===== src/hdl/lkt_regs.svh =====
// Register offsets, field positions, reset values and sequence codes of the legacy input trap.
// Assumes inclusion by bare name from every design file that needs these constants.
// Notes on behaviour
// - Each host function owns its control register copy.
// - Enables OR across functions; status bits shared.
// - Pass-through end sets bit 15 regardless.
// - Write one clears shared status; zero ignored.
// - Port trap status sets without its enable.
// - Bit 13 gates PCI interrupt; resets one.
// - Bit 12 shows raw controller interrupt.
// - Bit 12 ignores writes; clear at source.
// - Port 64h write sets bit 11.
// - Pass-through 64h writes skip write status.
// - Port 64h read sets bit 10.
// - Port 60h write sets bit 9.
// - Set enable makes matching status raise SMI.
// - Bit 4 makes controller interrupt raise SMI.
// - Bit 5 passes gate sequence without write status.
`ifndef LKT_REGS_SVH
`define LKT_REGS_SVH

`define LKT_NUM_FN          3
`define LKT_ADDR_W          12
// Byte address of the control register copy of function f is BASE + f * STRIDE.
`define LKT_CTRL_BASE       12'h0c0
`define LKT_CTRL_STRIDE     12'h100
`define LKT_INT_STATUS_OFS  12'h000
`define LKT_INT_MASK_OFS    12'h004

`define LKT_CTRL_RESET      16'h2000
`define LKT_CTRL_WMASK      8'hbf
`define LKT_BIT_END_STS     15
`define LKT_BIT_PCI_GATE    13
`define LKT_BIT_USB_STS     12
`define LKT_BIT_CMD_WR_STS  11
`define LKT_BIT_CMD_RD_STS  10
`define LKT_BIT_DAT_WR_STS  9
`define LKT_BIT_DAT_RD_STS  8
`define LKT_BIT_END_EN      7
`define LKT_BIT_BUSY        6
`define LKT_BIT_BYPASS_EN   5
`define LKT_BIT_USB_EN      4

// Interrupt status and mask layout.
`define LKT_INT_W           6
`define LKT_INT_END         0
`define LKT_INT_CMD_WR      1
`define LKT_INT_CMD_RD      2
`define LKT_INT_DAT_WR      3
`define LKT_INT_DAT_RD      4
`define LKT_INT_SMI         5

// Command codes of the gate pass-through sequence.
`define LKT_SEQ_OPEN_CMD    8'hd1
`define LKT_SEQ_CLOSE_CMD   8'hff

`endif


===== src/hdl/lkt_pkg.sv =====
// Types shared by the legacy input trap design files.
// Assumes nothing of its surroundings.
package lkt_pkg;

  // Progress through the gate pass-through write sequence.
  typedef enum logic [1:0] {
    LKT_SEQ_IDLE,
    LKT_SEQ_WAIT_DATA,
    LKT_SEQ_WAIT_CLOSE
  } lkt_seq_type;

endpackage : lkt_pkg


===== src/hdl/lkt_fn_ctrl.sv =====
// Per-function part of the legacy input trap control register.
// Assumes write strobe and data come from the bus slave on the same clock.
`timescale 1ns/1ps
`default_nettype none
`include "lkt_regs.svh"

module lkt_fn_ctrl
  import lkt_pkg::*;
(
  input  wire logic        clk,
  input  wire logic        nrst,
  input  wire logic        wr_en,
  input  wire logic [15:0] wdata,
  input  wire logic        usb_irq,
  output logic      [7:0]  enables,
  output logic             pci_gate,
  output logic             pci_irq
);

  // Enable bits and the PCI gate are private to this function; bit 6 is not stored.
  always_ff @(posedge clk) begin
    if (!nrst) begin
      enables  <= 8'(`LKT_CTRL_RESET); // Low byte of the reset value.
      pci_gate <= 1'(`LKT_CTRL_RESET >> `LKT_BIT_PCI_GATE);
    end else if (wr_en) begin
      enables  <= wdata[7:0] & `LKT_CTRL_WMASK;
      pci_gate <= wdata[`LKT_BIT_PCI_GATE];
    end
  end

  // The controller interrupt reaches PCI only while the gate is open.
  assign pci_irq = usb_irq & pci_gate;

endmodule : lkt_fn_ctrl
`default_nettype wire


===== src/hdl/lkt_trap.sv =====
// Legacy keyboard and mouse trap logic shared by three host functions, with an APB slave.
// Assumes host legacy port cycles arrive as one-cycle strobes on CLK, and that the
// controller interrupt requests are levels on CLK.
//
// Added by the designer: the APB interface to the registers.
`timescale 1ns/1ps
`default_nettype none
`include "lkt_regs.svh"

module lkt_trap
  import lkt_pkg::*;
(
  input  wire logic                     CLK,
  input  wire logic                     NRST,
  input  wire logic                     PSEL,
  input  wire logic                     PENABLE,
  input  wire logic                     PWRITE,
  input  wire logic [`LKT_ADDR_W-1:0]   PADDR,
  input  wire logic [31:0]              PWDATA,
  output logic      [31:0]              PRDATA,
  output logic                          PREADY,
  output logic                          PSLVERR,
  input  wire logic                     IO_STB,
  input  wire logic                     IO_WR,
  input  wire logic                     IO_PORT64,
  input  wire logic [7:0]               IO_DATA,
  input  wire logic [`LKT_NUM_FN-1:0]   USB_IRQ,
  output logic      [`LKT_NUM_FN-1:0]   PCI_IRQ,
  output logic                          SMI_REQ,
  output logic                          IRQ
);

  localparam int NF = `LKT_NUM_FN;

  // Bus phase decode.
  wire logic setup_rd  = PSEL & ~PENABLE;
  wire logic access_wr = PSEL & PENABLE & PWRITE;

  // Address decode: one control register copy per function plus interrupt registers.
  logic [NF-1:0] hit_fn;
  genvar g;
  generate
    for (g = 0; g < NF; g++) begin : g_hit
      assign hit_fn[g] = (PADDR == `LKT_CTRL_BASE + `LKT_ADDR_W'(g) * `LKT_CTRL_STRIDE);
    end
  endgenerate
  wire logic hit_ists = (PADDR == `LKT_INT_STATUS_OFS);
  wire logic hit_imsk = (PADDR == `LKT_INT_MASK_OFS);
  wire logic hit_any  = (|hit_fn) | hit_ists | hit_imsk;

  // Writes to each function copy, and a write from any copy for the shared status.
  wire logic [NF-1:0] wr_fn    = hit_fn & {NF{access_wr}};
  wire logic          wr_any   = |wr_fn;
  wire logic          wr_ists  = access_wr & hit_ists;
  wire logic          wr_imsk  = access_wr & hit_imsk;

  // Per-function register state.
  logic [7:0]    en_fn [NF];
  logic [NF-1:0] gate_fn;

  generate
    for (g = 0; g < NF; g++) begin : g_fn
      lkt_fn_ctrl u_fn (
        .clk      (CLK),
        .nrst     (NRST),
        .wr_en    (wr_fn[g]),
        .wdata    (PWDATA[15:0]),
        .usb_irq  (USB_IRQ[g]),
        .enables  (en_fn[g]),
        .pci_gate (gate_fn[g]),
        .pci_irq  (PCI_IRQ[g])
      );
    end
  endgenerate

  // Enables combine by OR across all functions.
  logic [7:0] en_or;
  always_comb begin
    en_or = 8'h00;
    for (int i = 0; i < NF; i++) begin
      en_or = en_or | en_fn[i];
    end
  end

  wire logic bypass_en = en_or[`LKT_BIT_BYPASS_EN];

  // Legacy port cycle classification.
  wire logic cyc_cmd_wr = IO_STB & IO_WR & IO_PORT64;
  wire logic cyc_cmd_rd = IO_STB & ~IO_WR & IO_PORT64;
  wire logic cyc_dat_wr = IO_STB & IO_WR & ~IO_PORT64;
  wire logic cyc_dat_rd = IO_STB & ~IO_WR & ~IO_PORT64;

  // Gate pass-through sequencer: open command, data byte, close command.
  lkt_seq_type seq;
  lkt_seq_type next_seq;
  logic        seq_absorb;
  logic        seq_end;

  always_comb begin
    next_seq   = seq;
    seq_absorb = 1'b0;
    seq_end    = 1'b0;
    if (!bypass_en) begin
      next_seq = LKT_SEQ_IDLE;
    end else begin
      case (seq)
        LKT_SEQ_IDLE: begin
          if (cyc_cmd_wr && IO_DATA == `LKT_SEQ_OPEN_CMD) begin
            next_seq   = LKT_SEQ_WAIT_DATA;
            seq_absorb = 1'b1;
          end
        end
        LKT_SEQ_WAIT_DATA: begin
          if (cyc_dat_wr) begin
            next_seq   = LKT_SEQ_WAIT_CLOSE;
            seq_absorb = 1'b1;
          end else if (IO_STB) begin
            next_seq = LKT_SEQ_IDLE;
          end
        end
        LKT_SEQ_WAIT_CLOSE: begin
          if (cyc_cmd_wr && IO_DATA == `LKT_SEQ_CLOSE_CMD) begin
            next_seq   = LKT_SEQ_IDLE;
            seq_absorb = 1'b1;
            seq_end    = 1'b1;
          end else if (IO_STB) begin
            next_seq = LKT_SEQ_IDLE;
          end
        end
        default: begin
          next_seq = LKT_SEQ_IDLE;
        end
      endcase
    end
  end

  // Sequencer state register.
  always_ff @(posedge CLK) begin
    if (!NRST) begin
      seq <= LKT_SEQ_IDLE;
    end else begin
      seq <= next_seq;
    end
  end

  wire logic seq_busy = (seq != LKT_SEQ_IDLE);

  // Trap events; an absorbed sequence write leaves the write status alone.
  wire logic ev_end    = seq_end;
  wire logic ev_cmd_wr = cyc_cmd_wr & ~seq_absorb;
  wire logic ev_cmd_rd = cyc_cmd_rd;
  wire logic ev_dat_wr = cyc_dat_wr & ~seq_absorb;
  wire logic ev_dat_rd = cyc_dat_rd;

  // Shared status: bit 15 and bits 11..8 in that order.
  wire logic [4:0] ev_vec  = {ev_end, ev_cmd_wr, ev_cmd_rd, ev_dat_wr, ev_dat_rd};
  wire logic [4:0] clr_vec = {PWDATA[`LKT_BIT_END_STS], PWDATA[11:8]} & {5{wr_any}};
  logic      [4:0] trap_sts;

  // Set wins over a clear in the same cycle; status sets with or without its enable.
  always_ff @(posedge CLK) begin
    if (!NRST) begin
      trap_sts <= 5'h00;
    end else begin
      trap_sts <= (trap_sts & ~clr_vec) | ev_vec;
    end
  end

  // SMI request: each status bit against its OR-combined enable, plus controller interrupts.
  wire logic [4:0] trap_en = {en_or[`LKT_BIT_END_EN], en_or[3:0]};
  wire logic       usb_smi = (|USB_IRQ) & en_or[`LKT_BIT_USB_EN];
  wire logic       smi_now = (|(trap_sts & trap_en)) | usb_smi;
  assign SMI_REQ = smi_now;

  // Interrupt status, mask and level output.
  logic [`LKT_INT_W-1:0] int_sts;
  logic [`LKT_INT_W-1:0] int_msk;
  logic                  smi_last;
  wire  logic            smi_rise = smi_now & ~smi_last;
  wire  logic [`LKT_INT_W-1:0] int_ev  = {smi_rise, ev_dat_rd, ev_dat_wr,
                                          ev_cmd_rd, ev_cmd_wr, ev_end};
  wire  logic [`LKT_INT_W-1:0] int_clr = PWDATA[`LKT_INT_W-1:0] & {`LKT_INT_W{wr_ists}};

  // Sticky bits cleared by writing one; a new event in the same cycle wins.
  always_ff @(posedge CLK) begin
    if (!NRST) begin
      int_sts  <= '0;
      int_msk  <= '0;
      smi_last <= 1'b0;
    end else begin
      int_sts  <= (int_sts & ~int_clr) | int_ev;
      smi_last <= smi_now;
      if (wr_imsk) begin
        int_msk <= PWDATA[`LKT_INT_W-1:0];
      end
    end
  end

  assign IRQ = |(int_sts & int_msk);

  // Read view of each function copy; bit 12 is this function's raw interrupt, write ignored.
  logic [15:0] ctrl_view [NF];
  generate
    for (g = 0; g < NF; g++) begin : g_view
      assign ctrl_view[g] = {trap_sts[4], 1'b0, gate_fn[g], USB_IRQ[g],
                             trap_sts[3:0], en_fn[g][7], seq_busy, en_fn[g][5:0]};
    end
  endgenerate

  // Read data multiplexer.
  logic [31:0] rd_mux;
  always_comb begin
    rd_mux = 32'h0000_0000;
    for (int i = 0; i < NF; i++) begin
      if (hit_fn[i]) begin
        rd_mux = {16'h0000, ctrl_view[i]};
      end
    end
    if (hit_ists) begin
      rd_mux = {{(32-`LKT_INT_W){1'b0}}, int_sts};
    end else if (hit_imsk) begin
      rd_mux = {{(32-`LKT_INT_W){1'b0}}, int_msk};
    end
  end

  // Read data and error are captured in the setup cycle and shown in the access phase.
  always_ff @(posedge CLK) begin
    if (!NRST) begin
      PRDATA  <= 32'h0000_0000;
      PSLVERR <= 1'b0;
    end else if (setup_rd) begin
      PRDATA  <= PWRITE ? 32'h0000_0000 : rd_mux;
      PSLVERR <= ~hit_any;
    end
  end

  // Every access completes in its first access cycle.
  assign PREADY = 1'b1;

endmodule : lkt_trap
`default_nettype wire


===== config.mk =====
export PLATFORM = sky130hd
export DESIGN_NAME = lkt_trap
export DESIGN_NICKNAME = d
export VERILOG_FILES = /design/src/hdl/lkt_pkg.sv /design/src/hdl/lkt_fn_ctrl.sv /design/src/hdl/lkt_trap.sv
export VERILOG_INCLUDE_DIRS = /design/src /design/src/hdl
export SDC_FILE = /design/constraint.sdc
export NUM_CORES = 1
export LEC_CHECK = 0
export ABC_AREA = 0
export BUFFER_PORTS_ARGS = -buffer_cell sky130_fd_sc_hd__buf_2
export CAP_MARGIN = 20
export CORE_ASPECT_RATIO = 0.7
export CORE_UTILIZATION = 35
export CTS_CLUSTER_DIAMETER = 120
export CTS_CLUSTER_SIZE = 28
export DETAILED_ROUTE_END_ITERATION = 8
export GPL_ROUTABILITY_DRIVEN = 0
export PLACE_DENSITY = 0.64
export SLEW_MARGIN = 10
export SYNTH_ARGS = -nofsm -noshare
export SYNTH_HDL_FRONTEND = slang
export SYNTH_HIERARCHICAL = 1
export SYNTH_SLANG_ARGS = --single-unit

===== constraint.sdc =====
create_clock -name CLK -period 4.8 [get_ports CLK]
set_input_delay 0.48 -clock CLK [delete_from_list [all_inputs] [get_ports CLK]]
set_output_delay 0.48 -clock CLK [all_outputs]
set_load 0.01 [all_outputs]

-- Word-level counts from Yosys, hierarchy flattened
Index checks and enable logic that the tools add are counted.
- register bits: 77
- bits in latches: 0
- bits in writable memories: 0
- memory bits (read-only): 0
- input port bits: 63
- output and inout port bits: 39
- logic and storage cells: 91
- memories kept: 0
- add/subtract/negate cells: 0
- multiply operators: 0
- div/mod/pow operators: 0
- $lt $le $gt $ge: 0
- equality and inequality tests: 9
- shift-type cells: 0
- muxes and demuxes: 18
- bitwise logic cells: 40
- reduce and logical (&&, ||, !) cells: 11
- operators with widths (operator ; number):
    $mux 32 ; 5
    $and 1x1->1 ; 18
    $and 6x6->6 ; 3
    $eq 8x8->1 const B ; 2
    $mux 16 ; 1
    $or 8x8->8 ; 2
    $and 5x5->5 ; 3
    $eq 12x10->1 const B ; 1
    $eq 12x3->1 const B ; 1
    $eq 12x8->1 const B ; 1
    $eq 12x9->1 const B ; 1
    $logic_not 12->1 ; 1
    $reduce_or 3->1 ; 3
    $mux 2 ; 4
    $mux 1 ; 6
    $not 1->1 ; 6
    $not 6->6 ; 1
    $or 6x6->6 ; 1
    $pmux 2 s3 ; 1
    $reduce_or 6->1 ; 1
    $not 5->5 ; 1
    $or 5x5->5 ; 1
    $reduce_or 5->1 ; 1
    $and 3x3->3 ; 1
    9 further kinds ; 12

-- Longest topological paths before layout
- depth after elaboration: 9
- mapped depth: 7
- mapped depth without buffers: 5

-- Hierarchy
Netlist, hierarchy kept.
- modules (own cells, without submodules) (module ; times used ; cells an instance ; area each (sq um) ; seq. area each (sq um)):
    lkt_trap ; 1 ; 257 ; 2170.8 ; 720.7
    lkt_fn_ctrl ; 3 ; 28 ; 316.6 ; 160.2

-- Least setup slack after synthesis
No wires, ideal clock.
- kind: input to register
- start: input port PADDR[11]
- end: register g_fn[1].u_fn.pci_gate
- library setup time: 0.115 ns
- arrival time: 2.053 ns
- data required time: 4.685 ns
- setup slack: 2.632 ns
- stages: 6
- buffers on the path: 1
- path through: or4_4 -> nor4_2 -> and2_1 -> buf_6 -> mux2i_1 -> nand2_1
- word-level cells in the longest chain between the ends: 2
- RTL lines (item ; RTL line ; source):
    start: declaration ; lkt_trap.sv:18 ; input wire logic [`LKT_ADDR_W-1:0] PADDR,
    $eq 12x9->1 (no source line) ; n/a ;
    $and 3x3->3 ; lkt_trap.sv:52 ; wire logic [NF-1:0] wr_fn = hit_fn & {NF{access_wr}};
    net wr_fn[1] ; lkt_trap.sv:52 ;
    end signal: assignment ; lkt_fn_ctrl.sv:24 ; pci_gate <= 1'(`LKT_CTRL_RESET >> `LKT_BIT_PCI_GATE);
    end signal: assignment ; lkt_fn_ctrl.sv:27 ; pci_gate <= wdata[`LKT_BIT_PCI_GATE];
    end: declaration ; lkt_fn_ctrl.sv:16 ; output logic pci_gate,
The timed path passes the listed nets, and every way through them passes these cells.
A chain may end at the register's enable or synchronous reset.

-- Final worst setup path
- start: input port PADDR[11]
- end: register g_fn[2].u_fn.pci_gate
- word-level cells in the longest chain between the ends: 2
- RTL lines (item ; RTL line):
    $eq 12x10->1 (no source line) ; n/a
    $and 3x3->3 ; lkt_trap.sv:52
    net wr_fn[2] ; lkt_trap.sv:52
    end signal: assignment ; lkt_fn_ctrl.sv:24
    end signal: assignment ; lkt_fn_ctrl.sv:27
    end: declaration ; lkt_fn_ctrl.sv:16
The timed path passes the listed nets, and every way through them passes these cells.

==> metrics.csv <==
metric;value;unit
crit_slowest_cell;nor2_1;
grt_usage;0.192;
fmax;364;MHz
ctsHoldBuffers;0;
seqPwrFrac;0.413;
syn2layout_area_growth;21.0;%
drt-vias-per-instance;5.12;
grt_pass1_wl;12800;µm
die-area;9200;µm²
wire_per_inst;15.9;µm
max-slew-margin-rel;0.311;
tritoncts;yes;
core-area;8510;µm²
path_cells;buf_2 -> nor4_1 -> nand4_1 -> nor2_1 -> mux2i_1 -> nand2_1;
cp-end-kind;register;
syn_inst;335;
clk_pin_slew_worst_paths;50;ps
path_max_fanout;8;
maxSlewViolCount;0;
grt_pass1_vias;2367;
hold_violations;0;
first_pass_iters;4;
antenna_found_initial;0;
p_int;0.966;mW
rsz0062_at_grt;false;
grt_start_max_net_pins;63;
final_common_cell;buf_2;
antenna_cells;0;
post_cts_buffers;0;
hold_class;in -> reg;
critPathKind;in -> reg;
cp_num_cells;6;
ir_drop;0.159;mV
finalCritPeriodShare;0.573;
initial_core_util;0.363;
hpwlAfterDp;6040;µm
r2r_cells;4;
p_leak;1.46;nW
final_antenna_net_count;0;
cp_slowest_stage_delay;910;ps
die_w;114;µm
setup_tns;0;ps
power;1.23;mW
fin_nets;460;
htree_levels;3;
fin_worst_skew;5.03;ps
drive_above_1_share;0.226;
cap_viol_max_count;0;
cp.required;4990;ps
combPwrFrac;0.068;
drt_iter0_drc;189;
p_sw_frac;0.213;
routed-via-count;2672;
most-common-layout-cells;64 x buf_2, 60 x dfxtp_1, 37 x nor2b_1;
yosys_warnings;6;
p_per_area;329;nW/µm²
period_needed;2750;ps
cts.path.max_buffers;2;
cp.arrival;2940;ps
cts_sinks;60;
cts-resized-gates;0;
cts_made_buffers;9;
routed_wl;8280;µm
status;finished, final reports clean;
die_h;80.6;µm
setup_violations;0;
placementRows;28;
start_kind;primary input;
worst_slew_pin_slew;1030;ps
p_sw;0.262;mW
critPathTopFamily;simple AND/OR/NAND/NOR gates;
ctsRootBufferMaster;clkbuf_16;
mappedNetlistArea;3090;µm²
port-buffer-count;64;
startpoint;PADDR[11];
grt_overflow;0;
critPathBufInv;1;
clockPowerShare;0.518;
r2r-start;g_fn[2].u_fn/enables[0];
drc;0;
min-delay-start;PWDATA[13];
ios;102;
insertion_delay;330;ps
min_path_cells;3;
synth_area_per_cell;9.21;µm²
[power groups by stage]
stage | clock (mW) | combinational [mW] | sequential [mW]
6_report | 0.636 | 0.0838 | 0.507
5_1_grt | 0.685 | 0.0908 | 0.507
4_1_cts | 0.653 | 0.0830 | 0.507
3_5_place_dp | 0 | 0.0827 | 0.517
3_3_place_gp | 0 | 0.0819 | 0.517
2_1_floorplan | 0 | 0.0535 | 0.516
[final timing paths]
kind                           end  slack (ps)
min reg2reg              PRDATA[6]         460
max reg2reg               smi_last        3260
min          g_fn[1].u_fn/pci_gate         410
max          g_fn[2].u_fn/pci_gate        2050
[sequential cells by signal, summed over array words and instances, names as in the netlist]
| register | cells |
|---|---|
| PRDATA | 15 |
| PSLVERR | 1 |
| g_fn.u_fn/enables | 21 |
| g_fn.u_fn/pci_gate | 3 |
| int_msk | 6 |
| int_sts | 6 |
| seq | 2 |
| smi_last | 1 |
| trap_sts | 5 |
[layout make-up]
type / count / area, µm²
clock inverter: 1 / 30.0
timing repair buffer: 67 / 343
fill: 865 / 4780
sequential: 60 / 1200
multi-input combinational: 245 / 1690
tap: 120 / 150
inverter: 14 / 52.6
clock buffer: 15 / 268
[through the flow]
step           utilization  setup slack, ps  instance area, µm²  hold slack, ps  std cells
2_1_floorplan            -             2630                3150             454        351
3_3_place_gp         0.404             1810                3440             450        506
3_5_place_dp         0.404             1740                3440             461        506
4_1_cts              0.439             2080                3730             402        522
5_1_grt              0.439             1810                3730             411        522
6_report             0.439             2050                3730             415        522
[routing by layer]
metal,vias to the layer above,routed length (µm),track usage
met5,-,0,0
met3,4,572,0.0732
li1,1312,-,-
met1,1265,4220,0.271
met4,0,29,0.0429
met2,91,3460,0.270
[tightest hold or removal path, stage by stage]
cell,delay [ps]
buf_2,100
mux2i_1,70
nand2_1,60
Note: power is estimated with default switching activity, not from simulation.
